## config.mk

```make
export PLATFORM = sky130hd
export DESIGN_NAME = adc_sync_restart_device_flat
export DESIGN_NICKNAME = d
export VERILOG_FILES = /design/src/pkg/sync_pkg.sv /design/src/pkg/sync_link_if.sv /design/src/verilog/sync_2ff.sv /design/src/verilog/adc_sync_restart_device.sv /design/src/flat_wrapper.sv
export SDC_FILE = /design/constraint.sdc
export NUM_CORES = 1
export LEC_CHECK = 0
export ABC_AREA = 1
export BUFFER_PORTS_ARGS = -buffer_cell sky130_fd_sc_hd__buf_2
export CAP_MARGIN = 0
export CORE_UTILIZATION = 30
export DETAILED_ROUTE_END_ITERATION = 12
export HOLD_SLACK_MARGIN = 0.12
export SKIP_CTS_REPAIR_TIMING = 1
export SLEW_MARGIN = 20
export SYNTH_ARGS = -nofsm -noshare
export SYNTH_HDL_FRONTEND = slang
export SYNTH_SLANG_ARGS = --single-unit
```

## constraint.sdc

```tcl
create_clock -name CLK -period 1.87 [get_ports CLK]
set_clock_uncertainty 0.2 [all_clocks]
set_input_delay 0.2805 -clock CLK [delete_from_list [all_inputs] [get_ports CLK]]
set_output_delay 0.2805 -clock CLK [all_outputs]
set_load 0.05 [all_outputs]
```

## src/pkg/sync_pkg.sv

```systemverilog
// Purpose: shared constants for the sync/restart link
// Assumes: both ends run on the converter sampling clock
// Notes: device register offsets match the converter map
package sync_pkg;
    localparam int NUM_CH = 4;
    localparam int ADDR_W = 8;
    localparam int DATA_W = 16;
    localparam int EXT_W = 4;
    // device registers
    localparam logic [7:0] DEV_CTRL_ADDR = 8'h01;
    localparam logic [7:0] DEV_STATUS_ADDR = 8'h02;
    localparam logic [7:0] DEV_EXT_ADDR = 8'h06;
    localparam int RM_POS = 0;
    localparam int DECIM_EN_POS = 1;
    localparam int DECIM_LSB = 2;
    localparam int DECIM_W = 4;
    localparam logic [15:0] DEV_CTRL_RST = 16'h0000;
    localparam logic [15:0] DEV_EXT_RST = 16'h0000;
    // restart timing in input clock cycles
    localparam int FIXED_RESTART_CYC = 2;
    localparam int MIN_SYNC_WIDTH_CYC = 2;
    // controller registers
    localparam logic [7:0] CTL_CMD_ADDR = 8'h00;
    localparam logic [7:0] CTL_WIDTH_ADDR = 8'h01;
    localparam logic [7:0] CTL_STATUS_ADDR = 8'h02;
    localparam int CTL_REMOTE_POS = 4;
    localparam int CMD_GO_POS = 0;
    localparam int CMD_AUTO_POS = 1;
    localparam logic [15:0] CTL_CMD_RST = 16'h0000;
    localparam logic [7:0] CTL_WIDTH_RST = 8'h04;
endpackage : sync_pkg

```

## src/pkg/sync_link_if.sv

```systemverilog
// Purpose: wires between sync controller and converter
// Assumes: single clock, register port is same-clock
// Notes: differential pairs carried as two plain wires
`timescale 1ns/1ps
interface sync_link_if;
    logic sync_in_pos;
    logic sync_in_neg;
    logic [sync_pkg::NUM_CH-1:0] data_ready_pos;
    logic [sync_pkg::NUM_CH-1:0] data_ready_neg;
    logic [sync_pkg::ADDR_W-1:0] reg_addr;
    logic [sync_pkg::DATA_W-1:0] reg_wdata;
    logic [sync_pkg::DATA_W-1:0] reg_rdata;
    logic reg_wr;
    logic reg_rd;
    modport device(input sync_in_pos, input sync_in_neg, input reg_addr, input reg_wdata,
        input reg_wr, input reg_rd, output data_ready_pos, output data_ready_neg,
        output reg_rdata);
    modport controller(output sync_in_pos, output sync_in_neg, output reg_addr,
        output reg_wdata, output reg_wr, output reg_rd, input data_ready_pos,
        input data_ready_neg, input reg_rdata);
endinterface : sync_link_if

```

## src/verilog/sync_2ff.sv

```systemverilog
// Purpose: two-flop level synchroniser
// Assumes: input may change at any time
// Notes: first stage feeds only the second
`timescale 1ns/1ps
module sync_2ff #(
    parameter int W = 1
) (
    input wire logic clk,
    input wire logic rst_n,
    input wire logic [W-1:0] d,
    output logic [W-1:0] q
);
    logic [W-1:0] meta_r;

    always_ff @(posedge clk or negedge rst_n) begin
        if (!rst_n) begin
            meta_r <= '0;
            q <= '0;
        end else begin
            meta_r <= d;
            q <= meta_r;
        end
    end
endmodule : sync_2ff

```

## src/verilog/adc_sync_restart_device.sv

```systemverilog
// Purpose: converter-side sync and data-ready restart logic
// Assumes: CLK is the sampling clock; link register port same-clock
// Notes: data-ready toggles once per cycle as a clock enable image
// Function
// - controller holds sync high minimum width
// - sync stretched by programmable 0..15 cycles
// - run select low freezes clocks during sync
// - run select high keeps toggling, realign on fall
// - controller pulses sync after key mode changes
// - other setting changes need no sync
// - leaving test mode needs no sync
// - decimation dividers reset while sync active
// - pipeline restarts first edge after release
// - data-ready resumes fixed 2 cycles later
// - extra delay equals low 4 bits of extension register
// - controller avoids sync edges in forbidden window
// - each channel has own data-ready pair
// - sync is differential, aligns data-ready clocks
`timescale 1ns/1ps
module adc_sync_restart_device #(
    parameter int NUM_CH = sync_pkg::NUM_CH
) (
    input wire logic CLK,
    input wire logic RST_N,
    sync_link_if.device LINK,
    output logic PIPE_RUN,
    output logic DECIM_TICK,
    output logic DATA_VALID,
    output logic SYNC_ACTIVE
);
    typedef enum logic [1:0] {ST_RUN, ST_HELD, ST_DELAY} dev_state_e;

    logic [1:0] sync_pair;
    logic sync_lvl;
    logic rm;
    logic decim_en;
    logic [sync_pkg::DECIM_W-1:0] decim_ratio;

    logic [15:0] ctrl_r;
    logic [15:0] ctrl_nxt;
    logic [15:0] ext_r;
    logic [15:0] ext_nxt;
    logic [15:0] rdata_r;
    logic [15:0] rdata_nxt;

    dev_state_e state_r;
    dev_state_e state_nxt;
    logic [4:0] cnt_r;
    logic [4:0] cnt_nxt;
    logic phase_r;
    logic phase_nxt;
    logic [sync_pkg::DECIM_W-1:0] decim_r;
    logic [sync_pkg::DECIM_W-1:0] decim_nxt;
    logic tick_nxt;
    logic run_nxt;
    logic valid_nxt;
    logic [NUM_CH-1:0] drp_r;
    logic [NUM_CH-1:0] drn_r;

    // pos and neg pass the flops separately; decode after the second stage
    sync_2ff #(.W(2)) u_sync (
        .clk(CLK),
        .rst_n(RST_N),
        .d({LINK.sync_in_pos, LINK.sync_in_neg}),
        .q(sync_pair)
    );

    assign sync_lvl = sync_pair[1] & ~sync_pair[0];
    assign rm = ctrl_r[sync_pkg::RM_POS];
    assign decim_en = ctrl_r[sync_pkg::DECIM_EN_POS];
    assign decim_ratio = ctrl_r[sync_pkg::DECIM_LSB +: sync_pkg::DECIM_W];

    // register port: write takes effect next edge, read data one cycle later
    always_comb begin
        ctrl_nxt = ctrl_r;
        ext_nxt = ext_r;
        rdata_nxt = 16'h0000;
        if (LINK.reg_wr) begin
            if (LINK.reg_addr == sync_pkg::DEV_CTRL_ADDR) begin
                ctrl_nxt = LINK.reg_wdata;
            end else if (LINK.reg_addr == sync_pkg::DEV_EXT_ADDR) begin
                ext_nxt = LINK.reg_wdata;
            end
        end
        if (LINK.reg_rd) begin
            if (LINK.reg_addr == sync_pkg::DEV_CTRL_ADDR) begin
                rdata_nxt = ctrl_r;
            end else if (LINK.reg_addr == sync_pkg::DEV_EXT_ADDR) begin
                rdata_nxt = ext_r;
            end else if (LINK.reg_addr == sync_pkg::DEV_STATUS_ADDR) begin
                rdata_nxt = {13'h0000, state_r == ST_DELAY, state_r == ST_HELD, sync_lvl};
            end
        end
    end

    always_ff @(posedge CLK or negedge RST_N) begin
        if (!RST_N) begin
            ctrl_r <= sync_pkg::DEV_CTRL_RST;
            ext_r <= sync_pkg::DEV_EXT_RST;
            rdata_r <= 16'h0000;
        end else begin
            ctrl_r <= ctrl_nxt;
            ext_r <= ext_nxt;
            rdata_r <= rdata_nxt;
        end
    end

    assign LINK.reg_rdata = rdata_r;

    // restart sequencer
    always_comb begin
        state_nxt = state_r;
        cnt_nxt = cnt_r;
        phase_nxt = phase_r;
        unique case (state_r)
            ST_RUN: begin
                phase_nxt = ~phase_r;
                if (sync_lvl) begin
                    state_nxt = ST_HELD;
                    if (!rm) begin
                        phase_nxt = phase_r;
                    end
                end
            end
            ST_HELD: begin
                // run select high avoids starving the far-end pll
                phase_nxt = rm ? ~phase_r : phase_r;
                if (!sync_lvl) begin
                    state_nxt = ST_DELAY;
                    phase_nxt = 1'b0;
                    // fixed part plus stretch, loaded on release
                    cnt_nxt = 5'(sync_pkg::FIXED_RESTART_CYC) + {1'b0, ext_r[3:0]};
                end
            end
            ST_DELAY: begin
                phase_nxt = 1'b0;
                if (sync_lvl) begin
                    state_nxt = ST_HELD;
                end else if (cnt_r == 5'd1) begin
                    state_nxt = ST_RUN;
                    phase_nxt = 1'b1;
                end else begin
                    cnt_nxt = cnt_r - 5'd1;
                end
            end
        endcase
    end

    always_ff @(posedge CLK or negedge RST_N) begin
        if (!RST_N) begin
            state_r <= ST_RUN;
            cnt_r <= 5'd0;
            phase_r <= 1'b0;
        end else begin
            state_r <= state_nxt;
            cnt_r <= cnt_nxt;
            phase_r <= phase_nxt;
        end
    end

    // decimation divider and status outputs
    always_comb begin
        decim_nxt = decim_r;
        tick_nxt = 1'b0;
        run_nxt = (state_nxt != ST_HELD) || rm;
        if (decim_en && sync_lvl) begin
            decim_nxt = '0;
        end else if (decim_en && run_nxt) begin
            if (decim_r == decim_ratio) begin
                decim_nxt = '0;
                tick_nxt = 1'b1;
            end else begin
                decim_nxt = decim_r + 1'b1;
            end
        end
        // outputs are stale while dividers sit in reset
        valid_nxt = run_nxt && (state_nxt == ST_RUN) && !(decim_en && sync_lvl);
    end

    always_ff @(posedge CLK or negedge RST_N) begin
        if (!RST_N) begin
            decim_r <= '0;
            DECIM_TICK <= 1'b0;
            PIPE_RUN <= 1'b1;
            DATA_VALID <= 1'b0;
            SYNC_ACTIVE <= 1'b0;
        end else begin
            decim_r <= decim_nxt;
            DECIM_TICK <= tick_nxt;
            PIPE_RUN <= run_nxt;
            DATA_VALID <= valid_nxt;
            SYNC_ACTIVE <= sync_lvl;
        end
    end

    // one data-ready pair per channel, all aligned by the same sequencer
    for (genvar ch = 0; ch < NUM_CH; ch++) begin : g_drdy
        always_ff @(posedge CLK or negedge RST_N) begin
            if (!RST_N) begin
                drp_r[ch] <= 1'b0;
                drn_r[ch] <= 1'b1;
            end else begin
                drp_r[ch] <= phase_nxt;
                drn_r[ch] <= ~phase_nxt;
            end
        end
    end

    assign LINK.data_ready_pos = drp_r;
    assign LINK.data_ready_neg = drn_r;
endmodule : adc_sync_restart_device

```

## src/flat_wrapper.sv

```systemverilog
// flat-port wrapper written by rule: the top's interface ports become plain ports
module adc_sync_restart_device_flat 
#(
    parameter int NUM_CH = sync_pkg::NUM_CH
)
  (CLK, RST_N, PIPE_RUN, DECIM_TICK, DATA_VALID, SYNC_ACTIVE, LINK_sync_in_pos, LINK_sync_in_neg, LINK_reg_addr, LINK_reg_wdata, LINK_reg_wr, LINK_reg_rd, LINK_data_ready_pos, LINK_data_ready_neg, LINK_reg_rdata);
  sync_link_if LINK_i ();
  input wire logic CLK;
  input wire logic RST_N;
  output logic PIPE_RUN;
  output logic DECIM_TICK;
  output logic DATA_VALID;
  output logic SYNC_ACTIVE;
  input wire logic [$bits(LINK_i.sync_in_pos)-1:0] LINK_sync_in_pos;
  input wire logic [$bits(LINK_i.sync_in_neg)-1:0] LINK_sync_in_neg;
  input wire logic [$bits(LINK_i.reg_addr)-1:0] LINK_reg_addr;
  input wire logic [$bits(LINK_i.reg_wdata)-1:0] LINK_reg_wdata;
  input wire logic [$bits(LINK_i.reg_wr)-1:0] LINK_reg_wr;
  input wire logic [$bits(LINK_i.reg_rd)-1:0] LINK_reg_rd;
  output wire logic [$bits(LINK_i.data_ready_pos)-1:0] LINK_data_ready_pos;
  output wire logic [$bits(LINK_i.data_ready_neg)-1:0] LINK_data_ready_neg;
  output wire logic [$bits(LINK_i.reg_rdata)-1:0] LINK_reg_rdata;
  assign LINK_i.sync_in_pos = LINK_sync_in_pos;
  assign LINK_i.sync_in_neg = LINK_sync_in_neg;
  assign LINK_i.reg_addr = LINK_reg_addr;
  assign LINK_i.reg_wdata = LINK_reg_wdata;
  assign LINK_i.reg_wr = LINK_reg_wr;
  assign LINK_i.reg_rd = LINK_reg_rd;
  assign LINK_data_ready_pos = LINK_i.data_ready_pos;
  assign LINK_data_ready_neg = LINK_i.data_ready_neg;
  assign LINK_reg_rdata = LINK_i.reg_rdata;
  adc_sync_restart_device #(.NUM_CH(NUM_CH)) u_core (.CLK(CLK), .RST_N(RST_N), .LINK(LINK_i), .PIPE_RUN(PIPE_RUN), .DECIM_TICK(DECIM_TICK), .DATA_VALID(DATA_VALID), .SYNC_ACTIVE(SYNC_ACTIVE));
endmodule
```

---- Yosys cells after proc, flatten, opt, wreduce, memory -nomap -nowiden ----
Index checks and enable logic that the tools add are counted.
cells by class
  add/sub/neg operators ................... 3
  equality and inequality tests ........... 11
  multiplexer cells ....................... 25
  bitwise logic cells ..................... 5
  reductions and logical operators ........ 13
operators by type and width
  operator               number
  $mux W16               3
  $mux W5                3
  $mux W4                3
  $pmux W5 S2            1
  $eq A8 B1 Y1 const B   1
  $eq A8 B2 Y1 const B   1
  $eq A8 B3 Y1 const B   1
  $mux W1                8
  $mux W2                4
  $ne A2 B2 Y1 const B   3
  $pmux W2 S3            1
  $add A2 B4 Y5 const A  1
  $eq A5 B1 Y1 const B   1
  $sub A5 B1 Y5 const B  1
  $add A4 B1 Y4 const B  1
  $eq A4 B4 Y1           1
  $logic_and A1 B1 Y1    4
  $logic_not A2 Y1       2
  $not A1 Y1             4
  $reduce_and A4 Y1      1
  $reduce_bool A2 Y1     2
  $mux W3                1
  $pmux W1 S3            1
  $reduce_and A3 Y1      1
  7 further kinds        7
word-level totals
  register bits after elaboration ......... 69
  input port bits ......................... 30
  output and inout bits ................... 28
  word-level logic and storage cells ...... 71

---- Depth between registers and ports, before layout ----
  depth after elaboration ................. 9
  gate-level depth with buffers ........... 13
  mapped depth without buffers ............ 13

---- Hierarchy ----
A second synthesis with hierarchy kept.
second synthesis, totals
  cells, all modules ...................... 357
  area, all modules ....................... 3228.1 sq um
by module, submodules not included
  module                   instances  cells an instance  area each (sq um)  seq. area each (sq um)
  adc_sync_restart_device  1          353                3128.0             1629.1
  sync_2ff                 1          4                  100.1              100.1

---- Worst setup path after synthesis ----
No wires, ideal clock.
  path type ............................... reg2reg
  start ................................... register u_core.cnt_r[1]
  end ..................................... register u_core.decim_r[1] (netlist bit)
  library setup time ...................... 0.065 ns
  data arrival time ....................... 1.296 ns
  data required time ...................... 1.605 ns
  slack ................................... 0.309 ns
  cell stages (with the launch flop) ...... 13
  path buffers ............................ 0
  period minus slack after synthesis ...... 1.561 ns
  cells stage by stage .................... dfrtp_1 inv_1 ha_1 inv_1 nor2_4 nand2_1 nand2_1 nand2_1 nand2_2 nand2_4 o21bai_4 nand3_1 nand2_1
between the ends
  cells in the longest elaborated chain, start to end .. 8
RTL lines
  item                          RTL line                        text
  start, declared               adc_sync_restart_device.sv:48   logic [4:0] cnt_r;
  start signal, assigned        adc_sync_restart_device.sv:156  cnt_r <= cnt_nxt;
  $eq A5 B1 Y1                  adc_sync_restart_device.sv:139  end else if (cnt_r == 5'd1) begin
  $mux W2                       adc_sync_restart_device.sv:139
  $mux W2                       adc_sync_restart_device.sv:137  if (sync_lvl) begin
  $pmux W2 S3                   adc_sync_restart_device.sv:115  unique case (state_r)
  net u_core.state_nxt[1]       adc_sync_restart_device.sv:47   dev_state_e state_nxt;
  $ne A2 B1 Y1                  adc_sync_restart_device.sv:165  run_nxt = (state_nxt != ST_HELD) || rm;
  $logic_or A1 B1 Y1            adc_sync_restart_device.sv:165
  $logic_and A1 B1 Y1           adc_sync_restart_device.sv:168  end else if (decim_en && run_nxt) begin
  $reduce_bool A2 Y1 (no line)  -
  end signal, assigned          adc_sync_restart_device.sv:188  decim_r <= decim_nxt;
  end, declared                 adc_sync_restart_device.sv:52   logic [sync_pkg::DECIM_W-1:0] decim_r;
The timed path passes the listed nets, and every way through them passes these cells.
A chain may end at the register's enable or synchronous reset.

---- Final worst setup path ----
  start ................................... register u_core.state_r[1]
  end ..................................... register u_core.decim_r[1] (netlist bit)
between the ends
  cells in the longest elaborated chain, start to end .. 7
  elaborated cells between the ends (all ways) .. 12
  classes of those cells .................. 3 x eq/ne; 5 x mux; 4 x reduce/logical
RTL lines
  item                              RTL line                        text
  start, declared                   adc_sync_restart_device.sv:46   dev_state_e state_r;
  start signal, assigned            adc_sync_restart_device.sv:155  state_r <= state_nxt;
  $mux W2                           adc_sync_restart_device.sv:139
  $mux W2                           adc_sync_restart_device.sv:137
  $pmux W2 S3 (*)                   adc_sync_restart_device.sv:115
  $ne A2 B1 Y1 (*)                  adc_sync_restart_device.sv:165
  $logic_or A1 B1 Y1 (*)            adc_sync_restart_device.sv:165
  $logic_and A1 B1 Y1 (*)           adc_sync_restart_device.sv:168
  $reduce_bool A2 Y1 (no line) (*)  -
Mark *: on every way between the ends. The rest lies on a longest branch, timed or not.

==> results.txt <==
The analysis attributes to net switching a power of 1824 uW. From left edge to right edge, the die measures 107.3 um. The share of final-layout standard cells stronger than drive strength 1 came out at 0.3167. The sequential fraction of the synthesis area is 0.5194.

The type of element capturing the critical path is a flip-flop. The number of synthesized register bits came out at 69. The remaining antenna violation count after routing came out at 0. The overall die area came out at 11520 sq um. The number of maximum-capacitance violations is 0. Of the total power, combinational logic draws 0.323.

The number of antenna violations at the first check in global routing is 0. The average cell area after synthesis is 9.300 sq um. The global-route wire length before repair is 12250 um. The final routed wirelength across all metal layers is 7081 um. The via count of the first global-routing pass is 2538. The maximum level of the CTS H-tree came out at 3. The measured slew at the worst slew-check pin came out at 0.3378 ns.

The final-report max-slew violation count is 0. The via count normalized by instance count is 4.347. The number of placed I/O pins came out at 58. The number of library cell types mapped by synthesis came out at 35. Of the total power, the share spent switching nets is 0.3870. Setup repair after global routing left no endpoint under its margin. After detailed routing, the number of remaining DRC violations is 0. The time the worst path needs with I/O delays and setup came out at 1.707 ns. The total grt overflow came out at 0. Summed over all nets, the half-perimeter wirelength after detailed placement is 5099 um.

The peak ir drop on the vdd network came out at 0.0008353 V. The peak clock frequency supported by timing came out at 585.9 MHz. The sink count of the clock tree came out at 69. The path class of the tightest hold or removal check is reg2reg. The starting utilization of the core area is 0.3071. The clock-pin slew of the registers on the worst-case setup and hold paths came out at 0.08 ns. The post-layout net count came out at 473. The highest cell delay on the worst timing path came out at 0.43 ns. The number of hold-slack violations in the final timing report is 0. The pin count of the biggest net entering global routing is 51. The number of clock buffers added by TritonCTS is 9. The share of the clock period used by the worst path came out at 0.9127.

The total negative setup slack is 0 ns. The headroom to the max-slew limit is 0.7748. After the first detailed-routing iteration, the DRC count stood at 95. The met1 track demand over resource came out at 0.1811. Hold is met by 0.1670 ns. The synthesized net count came out at 394. The flow ran to the end, and the final reports show no timing, DRC or antenna violations. The critical path goes through ha_2, inv_2, nand2_1, inv_1, nand2_2, nand3_4, o21bai_4, nand3_1, nand2_1. The largest total area in the synthesized netlist belongs to sky130_fd_sc_hd__dfrtp_1. met2 is the most crowded layer. The critical path required time is 1.95 ns.

From bottom edge to top edge, the die measures 107.3 um. Yosys attributes the largest share of cell area to sky130_fd_sc_hd__dfrtp_1 (50%), sky130_fd_sc_hd__nand2_1 (8.1%), sky130_fd_sc_hd__inv_1 (5.1%), sky130_fd_sc_hd__o21ai_2 (4.2%), sky130_fd_sc_hd__nand2_2 (3.6%). The static leakage is 0.002111 uW. The cell sitting at the root of the clock tree is a sky130_fd_sc_hd__clkbuf_8. The total number of vias came out at 2530.

Setup violations remaining at the end of the flow were counted as 0. The final weighted congestion in routability-driven placement is 0.8312. The count of buffers from port buffering came out at 57.

In this run the deepest clock path goes through 2 buffers. The clock network power share came out at 0.295. The critical path is of the reg2reg type.

The most prevalent standard cell on the critical path is sky130_fd_sc_hd__nand2_1. For met3 alone, demand over resource in global routing was 0.03814. The relative contribution of sequential cells to total power is 0.382. The internal power component is 2889 uW. The cell area after synthesis came out at 3329 sq um. Data arrives at the worst endpoint at 1.79 ns. The initialized floorplan defines 38 standard-cell rows. For this run, the number of Yosys warnings is 0. The post-detailed-route wirelength per cell is 12.17 um.

The worst setup path is launched from a flip-flop. The global routing met2 resource utilization came out at 0.2203. The number of antenna repair diodes is 0. The detailed-router iteration count before antenna repair came out at 4.

The post-synthesis instance total came out at 358. The cell with the largest stage delay on the worst path is sky130_fd_sc_hd__dfrtp_1. The source-to-sink clock delay at the later pin of the worst-skew pair is 0.34 ns. The total core area is 10840 sq um.

The global-route total usage across every layer is 0.1375. The area growth from synthesis to layout is 24.80%. The largest fanout of any net on the critical path came out at 5. For flop-to-flop paths, the worst setup slack is 0.16 ns. TritonCTS built the clock tree. Power spread over the standard cell area amounts to 1134 nW/um^2. The fraction of post-synthesis cell area in the top cell type by area came out at 0.5036.
per-stage QoR:
step	util	instances	area (sq um)	setup WS (ns)	power, uW
finish	0.3833	582	4155	0.1632	4713
floorplan	-	358	3329	0.3085	3061
CTS	0.3644	562	3950	0.1274	4706
detailed placement	0.3433	546	3721	0.1359	3302
global route	0.3833	582	4155	0.008362	5008
global placement	0.3433	546	3721	0.1810	3271
cell usage after synthesis, drive strengths merged:
cell and n:
o221ai 1, dfrtp 67, xnor2 3, buf 16
o31ai 1, clkbuf 2, xor2 6, inv 50
nand4 4, o21bai 1, nand3 16, a32oi 1
nor2 22, o211ai 2, nand2 92, dfstp 2
a21oi 17, ha 6, clkinv 1, nor3 5
o21ai 43
state kept, by name (all words and copies together) (netlist names), 2 cells and up:
name	count
u_core.u_sync.meta_r	2
u_core.LINK.reg_rdata	16
u_core.u_sync.q	2
u_core.cnt_r	5
u_core.decim_r	4
u_core.ctrl_r	16
u_core.ext_r	16
u_core.state_r	2
path summary, 6_finish.rpt:
kind,start,to,depth (start not counted)
min reg2reg,u_core.u_sync.meta_r[1]$_DFF_PN0_,u_core.u_sync.q[1]$_DFF_PN0_,0
max in group asynchronous,RST_N,u_core.LINK.data_ready_neg[0]$_DFF_PN1_,3
max,u_core.state_r[1]$_DFF_PN0_,u_core.decim_r[1]$_DFFE_PN0P_,9
min,u_core.u_sync.meta_r[1]$_DFF_PN0_,u_core.u_sync.q[1]$_DFF_PN0_,0
max reg2reg,u_core.state_r[1]$_DFF_PN0_,u_core.decim_r[1]$_DFFE_PN0P_,9
min in group asynchronous,RST_N,u_core.cnt_r[3]$_DFFE_PN0P_,3
worst max-delay path: cells and delay by family, from the launching register on:
family          cells  cell delay (ns)
compound gates      1             0.16
fa+ha+maj           1             0.38
buf+inv             2             0.10
flops               1             0.43
simple gates        5             0.38
power by group through the flow:
stage               registers, uW  logic, uW  clock network [uW]
CTS                          1800       1480                1430
global placement             1820       1450                   0
finish                       1800       1520                1390
detailed placement           1830       1480                   0
floorplan                    1920       1140                   0
global route                 1830       1690                1490
layer usage:
layer  part of all wire  vias to the layer above  wire length [um]
li1                   -                     1284                 -
met1               0.47                     1178              3351
met2               0.47                       61              3313
met3              0.049                        7               349
met4             0.0095                        0                67
met5                  0                        -                 0
cells by family after synthesis:
family | synth area share
simple gates | 0.2026
buf+inv | 0.1026
flops | 0.5194
compound gates | 0.1293
xor+xnor | 0.02368
fa+ha+maj | 0.02255
placed cells by master, fill, tap and decap left out, drive strengths merged:
cell type / synthesis / final
dlygate4sd3: 0 / 20
dfstp: 2 / 2
clkbuf: 2 / 9
buf: 16 / 66
a21oi: 17 / 17
nor2: 22 / 22
nand4: 4 / 4
o211ai: 2 / 2
o21bai: 1 / 1
bufinv: 0 / 2
nand2: 92 / 92
nor3: 5 / 5
o221ai: 1 / 1
o31ai: 1 / 1
clkinvlp: 0 / 1
o21ai: 43 / 43
nand3: 16 / 16
xor2: 6 / 6
a32oi: 1 / 1
xnor2: 3 / 3
ha: 6 / 6
clkinv: 1 / 2
dfrtp: 67 / 67
inv: 50 / 53
area by class of cell:
| cell class | count | area (sq um) |
|---|---|---|
| multi-input combinational | 220 | 1264 |
| tap | 140 | 175.2 |
| timing repair buffer | 86 | 565.5 |
| sequential | 69 | 1729 |
| fill | 1108 | 6685 |
| clock buffer | 9 | 123.9 |
| clock inverter | 7 | 105.1 |
| inverter | 51 | 192.7 |
Note: power is estimated with default switching activity, not from simulation.
